--- config.mk ---
export PLATFORM = sky130hd
export DESIGN_NAME = dswc_top
export DESIGN_NICKNAME = d
export VERILOG_FILES = /design/src/inc/dswc_pkg.sv /design/src/inc/dswc_evt_if.sv /design/src/verilog/dswc_top.sv /design/src/verilog/dswc_irq.sv
export SDC_FILE = /design/constraint.sdc
export NUM_CORES = 1
export LEC_CHECK = 0
export BUFFER_PORTS_ARGS = -buffer_cell sky130_fd_sc_hd__buf_2
export CAP_MARGIN = 10
export CORE_MARGIN = 3
export CORE_UTILIZATION = 40
export CTS_BUF_LIST = sky130_fd_sc_hd__clkbuf_4
export DETAILED_ROUTE_END_ITERATION = 8
export GPL_TIMING_DRIVEN = 1
export PLACE_DENSITY = 0.76
export SYNTH_ARGS = -nofsm -noshare
export SYNTH_HDL_FRONTEND = slang
export SYNTH_SLANG_ARGS = --single-unit
--- constraint.sdc ---
create_clock -name sys_clk_i -period 1.15 [get_ports sys_clk_i]
set_input_delay 0.115 -clock sys_clk_i [delete_from_list [all_inputs] [get_ports sys_clk_i]]
set_output_delay 0.115 -clock sys_clk_i [all_outputs]
set_load 0.05 [all_outputs]
--- src/inc/dswc_pkg.sv ---
// Purpose: Constants and types for the dual switch control register block
// Assumes: 8-bit register data on a plain strobe port
// Notes: Interrupt registers sit beside the switch register
package dswc_pkg;
	localparam int DSWC_AW = 8;
	localparam int DSWC_DW = 8;
	localparam logic [7:0] DSWC_SWITCH_OFS = 8'h20;
	localparam logic [7:0] DSWC_IRQ_STAT_OFS = 8'h21;
	localparam logic [7:0] DSWC_IRQ_MASK_OFS = 8'h22;
	localparam logic [7:0] DSWC_SWITCH_RST = 8'h00;
	localparam logic [7:0] DSWC_IRQ_MASK_RST = 8'h00;
	localparam int DSWC_P1_BIT = 0;
	localparam int DSWC_P2_BIT = 1;
	localparam int DSWC_RSV_LO = 2;
	localparam int DSWC_RSV_HI = 5;
	localparam int DSWC_FLT_LO = 6;
	localparam int DSWC_FLT_HI = 7;
	localparam logic [1:0] DSWC_FLT_NONE = 2'h0;
	// Interrupt status bits
	localparam int DSWC_EV_FAULT = 0;
	localparam int DSWC_EV_P1 = 1;
	localparam int DSWC_EV_P2 = 2;
	localparam int DSWC_NEV = 3;
	typedef logic [DSWC_DW-1:0] dswc_data_t;
endpackage

--- src/inc/dswc_evt_if.sv ---
// Purpose: Event carrier between the register block and the interrupt unit
// Assumes: Single clock domain
// Notes: Pulses are one cycle long
`timescale 1ns/1ps
interface dswc_evt_if;
	import dswc_pkg::*;
	logic [DSWC_NEV-1:0] set;
	logic clr;
	logic [DSWC_NEV-1:0] mask;
	logic [DSWC_NEV-1:0] stat;
	logic irq;
	modport src(output set, output clr, output mask, input stat, input irq);
	modport sink(input set, input clr, input mask, output stat, output irq);
endinterface

--- src/verilog/dswc_top.sv ---
// Purpose: Switch control and status register with path drive outputs
// Assumes: Fault code arrives asynchronously from the switch driver
// Notes: Read data valid the cycle after the read strobe
`timescale 1ns/1ps

module dswc_top (
	input wire logic sys_clk_i,
	input wire logic rst_i,
	input wire logic [dswc_pkg::DSWC_AW-1:0] addr_i,
	input wire logic [dswc_pkg::DSWC_DW-1:0] wdata_i,
	input wire logic wr_i,
	input wire logic rd_i,
	output logic [dswc_pkg::DSWC_DW-1:0] rdata_o,
	input wire logic [1:0] fault_code_i,
	output logic path_one_close_o,
	output logic path_two_close_o,
	output logic irq_o
);
	import dswc_pkg::*;

	// ----------------------------------------
	// Fault input synchroniser
	// ----------------------------------------
	logic [1:0] flt_s1_r;
	logic [1:0] flt_s2_r;
	logic [1:0] flt_q_r;

	always_ff @(posedge sys_clk_i or posedge rst_i) begin
		if (rst_i) begin
			flt_s1_r <= DSWC_FLT_NONE;
			flt_s2_r <= DSWC_FLT_NONE;
			flt_q_r <= DSWC_FLT_NONE;
		end else begin
			flt_s1_r <= fault_code_i;
			flt_s2_r <= flt_s1_r;
			flt_q_r <= flt_s2_r;
		end
	end

	// ----------------------------------------
	// Fault code view
	// ----------------------------------------
	logic flt_any;
	logic flt_d_r;
	logic flt_rise;

	function automatic logic code_is_fault(input logic [1:0] code);
		return code != DSWC_FLT_NONE;
	endfunction

	assign flt_any = code_is_fault(flt_q_r);

	// ----------------------------------------
	// Fault event
	// ----------------------------------------
	always_ff @(posedge sys_clk_i or posedge rst_i) begin
		if (rst_i) begin
			flt_d_r <= 1'b0;
		end else begin
			flt_d_r <= flt_any;
		end
	end

	// Only a move from no fault to fault raises the event
	assign flt_rise = flt_any && !flt_d_r;

	// ----------------------------------------
	// Address decode
	// ----------------------------------------
	logic sw_hit;
	logic stat_hit;
	logic mask_hit;
	logic sw_wr;
	logic sw_rd;
	logic stat_rd;
	logic mask_wr;
	logic mask_rd;

	function automatic logic reg_hit(input logic [DSWC_AW-1:0] addr, input logic [DSWC_AW-1:0] ofs);
		return addr == ofs;
	endfunction

	function automatic logic strobe_hit(input logic strobe, input logic hit);
		return strobe && hit;
	endfunction

	assign sw_hit = reg_hit(addr_i, DSWC_SWITCH_OFS);
	assign stat_hit = reg_hit(addr_i, DSWC_IRQ_STAT_OFS);
	assign mask_hit = reg_hit(addr_i, DSWC_IRQ_MASK_OFS);
	assign sw_wr = strobe_hit(wr_i, sw_hit);
	assign sw_rd = strobe_hit(rd_i, sw_hit);
	// Status is read-only; a write there is dropped
	assign stat_rd = strobe_hit(rd_i, stat_hit);
	assign mask_wr = strobe_hit(wr_i, mask_hit);
	assign mask_rd = strobe_hit(rd_i, mask_hit);

	// ----------------------------------------
	// Switch register
	// ----------------------------------------
	logic path_one_close_r;
	logic path_two_close_r;
	logic path_one_close_nxt;
	logic path_two_close_nxt;

	// Fault and reserved write bits are dropped
	always_comb begin
		path_one_close_nxt = path_one_close_r;
		path_two_close_nxt = path_two_close_r;
		if (sw_wr) begin
			path_one_close_nxt = wdata_i[DSWC_P1_BIT];
			path_two_close_nxt = wdata_i[DSWC_P2_BIT];
		end
	end

	always_ff @(posedge sys_clk_i or posedge rst_i) begin
		if (rst_i) begin
			path_one_close_r <= DSWC_SWITCH_RST[DSWC_P1_BIT];
		end else begin
			path_one_close_r <= path_one_close_nxt;
		end
	end

	always_ff @(posedge sys_clk_i or posedge rst_i) begin
		if (rst_i) begin
			path_two_close_r <= DSWC_SWITCH_RST[DSWC_P2_BIT];
		end else begin
			path_two_close_r <= path_two_close_nxt;
		end
	end

	// ----------------------------------------
	// Path drive
	// ----------------------------------------
	assign path_one_close_o = path_one_close_r;
	assign path_two_close_o = path_two_close_r;

	function automatic dswc_data_t sw_word(input logic [1:0] flt, input logic p2, input logic p1);
		dswc_data_t w;
		w = '0;
		w[DSWC_FLT_HI:DSWC_FLT_LO] = flt;
		w[DSWC_P2_BIT] = p2;
		w[DSWC_P1_BIT] = p1;
		return w;
	endfunction

	// ----------------------------------------
	// Path change detection
	// ----------------------------------------
	logic p1_d_r;
	logic p2_d_r;
	logic p1_move;
	logic p2_move;

	// Either direction counts as a change
	function automatic logic level_moved(input logic now_v, input logic was_v);
		return now_v ^ was_v;
	endfunction

	always_ff @(posedge sys_clk_i or posedge rst_i) begin
		if (rst_i) begin
			p1_d_r <= 1'b0;
		end else begin
			p1_d_r <= path_one_close_r;
		end
	end

	always_ff @(posedge sys_clk_i or posedge rst_i) begin
		if (rst_i) begin
			p2_d_r <= 1'b0;
		end else begin
			p2_d_r <= path_two_close_r;
		end
	end

	assign p1_move = level_moved(path_one_close_r, p1_d_r);
	assign p2_move = level_moved(path_two_close_r, p2_d_r);

	// ----------------------------------------
	// Interrupt mask
	// ----------------------------------------
	logic [DSWC_NEV-1:0] mask_r;
	logic [DSWC_NEV-1:0] mask_nxt;

	// Only the low event bits are kept
	always_comb begin
		mask_nxt = mask_r;
		if (mask_wr) begin
			mask_nxt = wdata_i[DSWC_NEV-1:0];
		end
	end

	always_ff @(posedge sys_clk_i or posedge rst_i) begin
		if (rst_i) begin
			mask_r <= DSWC_IRQ_MASK_RST[DSWC_NEV-1:0];
		end else begin
			mask_r <= mask_nxt;
		end
	end

	// ----------------------------------------
	// Interrupt unit
	// ----------------------------------------
	// One carrier bundles events, clear and mask
	dswc_evt_if ev ();
	logic [DSWC_NEV-1:0] ev_set;

	always_comb begin
		ev_set = '0;
		ev_set[DSWC_EV_FAULT] = flt_rise;
		ev_set[DSWC_EV_P1] = p1_move;
		ev_set[DSWC_EV_P2] = p2_move;
	end

	assign ev.set = ev_set;
	// Reading status clears it; a set in that cycle wins
	assign ev.clr = stat_rd;
	assign ev.mask = mask_r;

	dswc_irq u_irq (
		.sys_clk_i(sys_clk_i),
		.rst_i(rst_i),
		.ev(ev.sink)
	);

	// ----------------------------------------
	// Interrupt output
	// ----------------------------------------
	assign irq_o = ev.irq;

	// ----------------------------------------
	// Read select
	// ----------------------------------------
	// Address hits never overlap, so the priority is free
	typedef enum logic [1:0] {
		RSEL_NONE,
		RSEL_SW,
		RSEL_STAT,
		RSEL_MASK
	} dswc_rsel_e;

	dswc_rsel_e rsel;

	always_comb begin
		rsel = RSEL_NONE;
		if (sw_rd) begin
			rsel = RSEL_SW;
		end else if (stat_rd) begin
			rsel = RSEL_STAT;
		end else if (mask_rd) begin
			rsel = RSEL_MASK;
		end
	end

	// ----------------------------------------
	// Read data
	// ----------------------------------------
	logic [DSWC_DW-1:0] rdata_nxt;

	// Event bits sit at the bottom of the word
	function automatic dswc_data_t evt_word(input logic [DSWC_NEV-1:0] ev_bits);
		dswc_data_t w;
		w = '0;
		w[DSWC_NEV-1:0] = ev_bits;
		return w;
	endfunction

	// Unmapped or idle cycles read as zero
	always_comb begin
		unique case (rsel)
			RSEL_SW: begin
				rdata_nxt = sw_word(flt_q_r, path_two_close_r, path_one_close_r);
			end
			RSEL_STAT: begin
				rdata_nxt = evt_word(ev.stat);
			end
			RSEL_MASK: begin
				rdata_nxt = evt_word(mask_r);
			end
			RSEL_NONE: begin
				rdata_nxt = '0;
			end
		endcase
	end

	// ----------------------------------------
	// Read data register
	// ----------------------------------------
	always_ff @(posedge sys_clk_i or posedge rst_i) begin
		if (rst_i) begin
			rdata_o <= '0;
		end else begin
			rdata_o <= rdata_nxt;
		end
	end
endmodule

--- src/verilog/dswc_irq.sv ---
// Purpose: Sticky interrupt status with mask and level output
// Assumes: Clear comes from a read of the status register
// Notes: A set in the clear cycle wins
`timescale 1ns/1ps
module dswc_irq (
	input wire logic sys_clk_i,
	input wire logic rst_i,
	dswc_evt_if.sink ev
);
	import dswc_pkg::*;
	logic [DSWC_NEV-1:0] stat_r;

	always_ff @(posedge sys_clk_i or posedge rst_i) begin
		if (rst_i) begin
			stat_r <= '0;
		end else if (ev.clr) begin
			stat_r <= ev.set;
		end else begin
			stat_r <= stat_r | ev.set;
		end
	end

	assign ev.stat = stat_r;
	assign ev.irq = |(stat_r & ev.mask);
endmodule

### Word level (Yosys, flattened, before mapping)

Cells that the tools add are included.

* output and inout bits: 11
* register bits after elaboration: 25

* bitwise logic cells: 4
* eq/ne operators: 6
* muxes and demuxes: 5
* reduce and logical (&&, ||, !) cells: 10

Operators by type and width (number)
* 8-bit one-hot mux with 4 select lines: 1
* 8-bit by 6-bit equality test with 1-bit output (second input constant): 3
* 1-bit logical AND: 6
* 2-bit two-way mux: 3
* 2-bit equality test (second input constant): 2
* 3-bit AND: 1
* 3-bit two-way mux: 1
* 3-bit OR: 1
* 3-bit OR reduction: 1
* 2-bit by 1-bit equality test with 1-bit output (second input constant): 1
* 2-bit zero test: 1
* 2-bit nonzero test: 1
* 1-bit XOR: 2
* 1-bit zero test: 1

### Longest topological paths before layout

* depth after elaboration: 7
* gate-level depth with buffers: 4

### Modules after synthesis

Synthesis repeated with hierarchy kept, for this count alone.

* cell total of the unflattened synthesis: 67
* area, all modules: 878.3 um^2

By module, submodules not included
* dswc_top: instances 1, area each 759.5 um^2, cells each 57
* dswc_irq: instances 1, area each 118.9 um^2, cells each 10

### Worst setup path after synthesis

No wires, ideal clock.

* path kind: register -> register
* from: reg path_one_close_r (netlist: path_one_close_o)
* to: reg rdata_o[0] (netlist name)
* stages on the path, launching flop included: 4
* data arrival time: 1.153 ns
* path slack: -0.082 ns
* data required time: 1.071 ns
* clock period less this slack: 1.232 ns
* library setup time: 0.079 ns
* path through: dfrtp_1 mux2i_1 or2_2 a21oi_1

* cells in the longest elaborated chain, start to end: 1

Ends and longest elaborated chain
* start: declaration: line dswc_top.sv:100 `logic path_one_close_r;`
* start signal: assignment: line dswc_top.sv:117 `path_one_close_r <= DSWC_SWITCH_RST[DSWC_P1_BIT];`
* start signal: assignment: line dswc_top.sv:119 `path_one_close_r <= path_one_close_nxt;`
* 8-bit one-hot mux with 4 select lines: line dswc_top.sv:269 `unique case (rsel)`
* named net rdata_nxt[0]: line dswc_top.sv:257 `logic [DSWC_DW-1:0] rdata_nxt;`
* end signal: assignment: line dswc_top.sv:292 `rdata_o <= rdata_nxt;`
* end: declaration: line dswc_top.sv:13 `output logic [dswc_pkg::DSWC_DW-1:0] rdata_o,`

The timed path passes the listed nets, and every way through them passes these cells. The select of a mux whose other input is x is not followed.
A chain may end at the register's enable or synchronous reset.

### Worst setup path after layout

* from: reg u_irq.stat_r[2] (netlist: u_irq.ev.stat[2])
* to: out irq_o

* cells in the longest elaborated chain, start to end: 2

Ends and longest elaborated chain
* start: declaration: line dswc_irq.sv:11 `logic [DSWC_NEV-1:0] stat_r;`
* start signal: assignment: line dswc_irq.sv:17 `stat_r <= ev.set;`
* start signal: assignment: line dswc_irq.sv:19 `stat_r <= stat_r | ev.set;`
* 3-bit AND: line dswc_irq.sv:24 `assign ev.irq = |(stat_r & ev.mask);`
* 3-bit OR reduction: line dswc_irq.sv:24
* end: declaration: line dswc_top.sv:17 `output logic irq_o`

Every way passes these cells.

==> reports/results.txt <==
status: finished with violations
failing checks: negative setup slack
Final setup viols: 1
most frequent cell after synthesis: dfrtp_1
post-synthesis cell type count: 21
clock latency on the worst-skew pair: 0.30 ns
die width: 52.2 µm
post-synth top area share: 64.5%
DIE AREA: 0.00272 mm²
synth top area cells: dfrtp_1 65%, mux2_2 6.6%, buf_4 2.6%
Final Cycle Share: 122%
Final Critical Period: 1.40 ns
Worst Hold Class: input port to register
final wirelength: 1.55 mm
GR Util met1: 16.7%
ratio of cells with drive above 1 in the final layout: 47.0%
Iter 0 DRT Violations: 9
CP Class: register to output port
Netlist Area Pre-Place: 853 µm²
Main synth FF type: dfrtp_1
grt peak-use layer: met2
final hold vios: 0
Worst EP required: 1.03 ns
sequential share of the synthesized area: 64.5%
Max Root-Sink Buffers: 2
crit path max fanout: 2
clock buffer count from CTS: 3
Vias/cell: 4.92
register bit total from synthesis: 22
crit path DAT: 1.29 ns
total number of vias: 625
clock slew seen by the registers of the worst setup and hold paths: 0.11 ns
met3 usage: 2.56%
H-Tree Depth: 1
die span in y: 52.2 µm
fin util: 57.7%
most common library cells after synthesis: 22 x dfrtp_1, 5 x mux2_2
I/O pin count: 33
Antenna Cells: 0
Fill cells: 160
CP max stage cell: dfrtp_1
final cell count without fillers: 127
WL/cell: 12.2 µm
Worst Slack Setup Final: -0.255 ns
worst hold margin: 0.0427 ns
Placer Congestion: 0.756
clock root cell: clkbuf_4
total of max-cap violations: 0
drt drc: 0
port bufs: 24
Final Max Tran Viols: 0
Sinks on Clock Net: 22
aggregate global-route resource usage: 12.1%
met2 usage: 17.8%
largest net degree at the start of global routing: 23
post-route ant nets: 0
fin nets: 123
grt ovf: 0
Clock Skews: 0.00350 ns
DP HPWL: 1.06 mm
Fmax: 712 MHz
Setup WS pre-CTS: -0.108 ns
leak pwr: 0.586 nW
warnings from Yosys: 0
TritonCTS clock tree: built
crit path capture type: output port
Placed Cells: 117
Core Area: 0.00198 mm²
number of global-route vias before repair: 543
Pwr Density: 1460 mW/mm²
setup tns final: -0.255 ns
Post-synth ARST share: 100%
RSZ-0062 raised after global routing: yes
VDD IR max: 0.000942 V
Area Overhead vs Synth: 34.0%
Mapped Avg Cell Area: 13.5 µm²
first drt pass iteration count: 4
crit path cell chain: a222oi_1 > inv_1 > buf_6
Starting Density: 43.1%
Critical Path Max Stage Delay: 0.40 ns
synthesized instance count: 63
first-pass GRT wire length: 2.41 mm
post-synth top area cell: dfrtp_1
Post-synth EDFFs: 0
initial antenna violation count: 0
# rows: 16
Setup crit start kind: register
## stage by stage
step | power, mW | cell area [µm²]
2_1_floorplan | 0.990 | 863
3_3_place_gp | 1.06 | 1030
3_5_place_dp | 1.07 | 1030
4_1_cts | 1.67 | 1130
5_1_grt | 1.76 | 1140
6_report | 1.67 | 1140
## critical path: cells and delay by family, from the launching register on
| kind | cells | cell delay (ns) |
|---|---|---|
| AOI/OAI and AO/OA | 1 | 0.34 |
| buffers and inverters | 2 | 0.25 |
| DFF | 1 | 0.40 |
## layout by cell type, fill, tap and decap left out, drive strengths merged
| cell | n |
|---|---|
| a21o | 2 |
| a21oi | 2 |
| a222oi | 1 |
| a22o | 1 |
| a22oi | 1 |
| buf | 30 |
| bufinv | 1 |
| clkbuf | 5 |
| conb | 3 |
| dfrtp | 22 |
| dlygate4sd3 | 3 |
| inv | 3 |
| mux2 | 5 |
| mux2i | 2 |
| nand2 | 2 |
| nand3 | 1 |
| nand4 | 3 |
| nor2 | 2 |
| nor2b | 3 |
| nor4 | 1 |
| nor4b | 2 |
| or2 | 3 |
| xor2 | 2 |
## area by class of cell
type                       count  area, µm²  area share (%)
inverter                       3       11.3           0.985
multi-input combinational     36        272            23.7
clock buffer                   3       22.5            1.97
timing repair buffer          35        221            19.4
sequential                    22        553            48.4
clock inverter                 1       30.0            2.63
tap                           27       33.8            2.95
## power breakdown
part	leakage, nW	switching [mW]	internal, mW	total [mW]
sequential	0.271	0.0264	0.818	0.844
clock	0.0279	0.217	0.352	0.569
combinational	0.287	0.135	0.125	0.260
total	0.586	0.379	1.29	1.67
## cell families (layout without fill, tap and decap cells)
| logic type | after synthesis | count (layout) | share of synthesized area (%) |
|---|---|---|---|
| buffers and inverters | 7 | 42 | 4.54 |
| flip-flops | 22 | 22 | 64.5 |
| AND/OR/NAND/NOR | 17 | 17 | 13.5 |
| multiplexers | 7 | 7 | 8.94 |
| other | 1 | 3 | 0.439 |
| AO/OA/AOI/OAI | 7 | 7 | 6.01 |
| XOR/XNOR | 2 | 2 | 2.05 |
## state kept, by name, indices dropped and copies added (netlist names)
| register | count |
|---|---|
| ev.mask | 3 |
| flt_d_r | 1 |
| p2_d_r | 1 |
| u_irq.ev.stat | 3 |
| rdata_o | 5 |
| flt_s2_r | 2 |
| path_one_close_o | 1 |
| flt_q_r | 2 |
| flt_s1_r | 2 |
| path_two_close_o | 1 |
| p1_d_r | 1 |
## final timing paths
| path | from | to | slack [ns] | cells past startpoint |
|---|---|---|---|---|
| setup / recovery | u_irq.ev.stat[2] | irq_o | -0.25 | 3 |
| hold / removal | wdata_i[2] | ev.mask[2] | 0.04 | 2 |
| setup reg to reg | u_irq.ev.stat[1] | rdata_o[1] | 0.14 | 4 |
| hold reg to reg | flt_s2_r[1] | flt_q_r[1] | 0.36 | 0 |
| max in group asynchronous | rst_i | path_two_close_o | 0.55 | 4 |
| min in group asynchronous | rst_i | p1_d_r | 0.37 | 4 |
## routing by layer
metal  routed length, µm  vias up
met5                   0        -
met4                  11        0
met3                 138        2
met2                 778       36
met1                 623      303
li1                    -      284
## timing repair
action / in CTS / in global routing
endpoints found under the hold margin: 24 / 0
hold buffers: 3 / 0
pin swaps: 1 / 1
gates resized for setup: 2 / 2
setup endpoints to repair: 1 / 3
setup buffers: 2 / 1
Note: power is estimated with default switching activity, not from simulation.
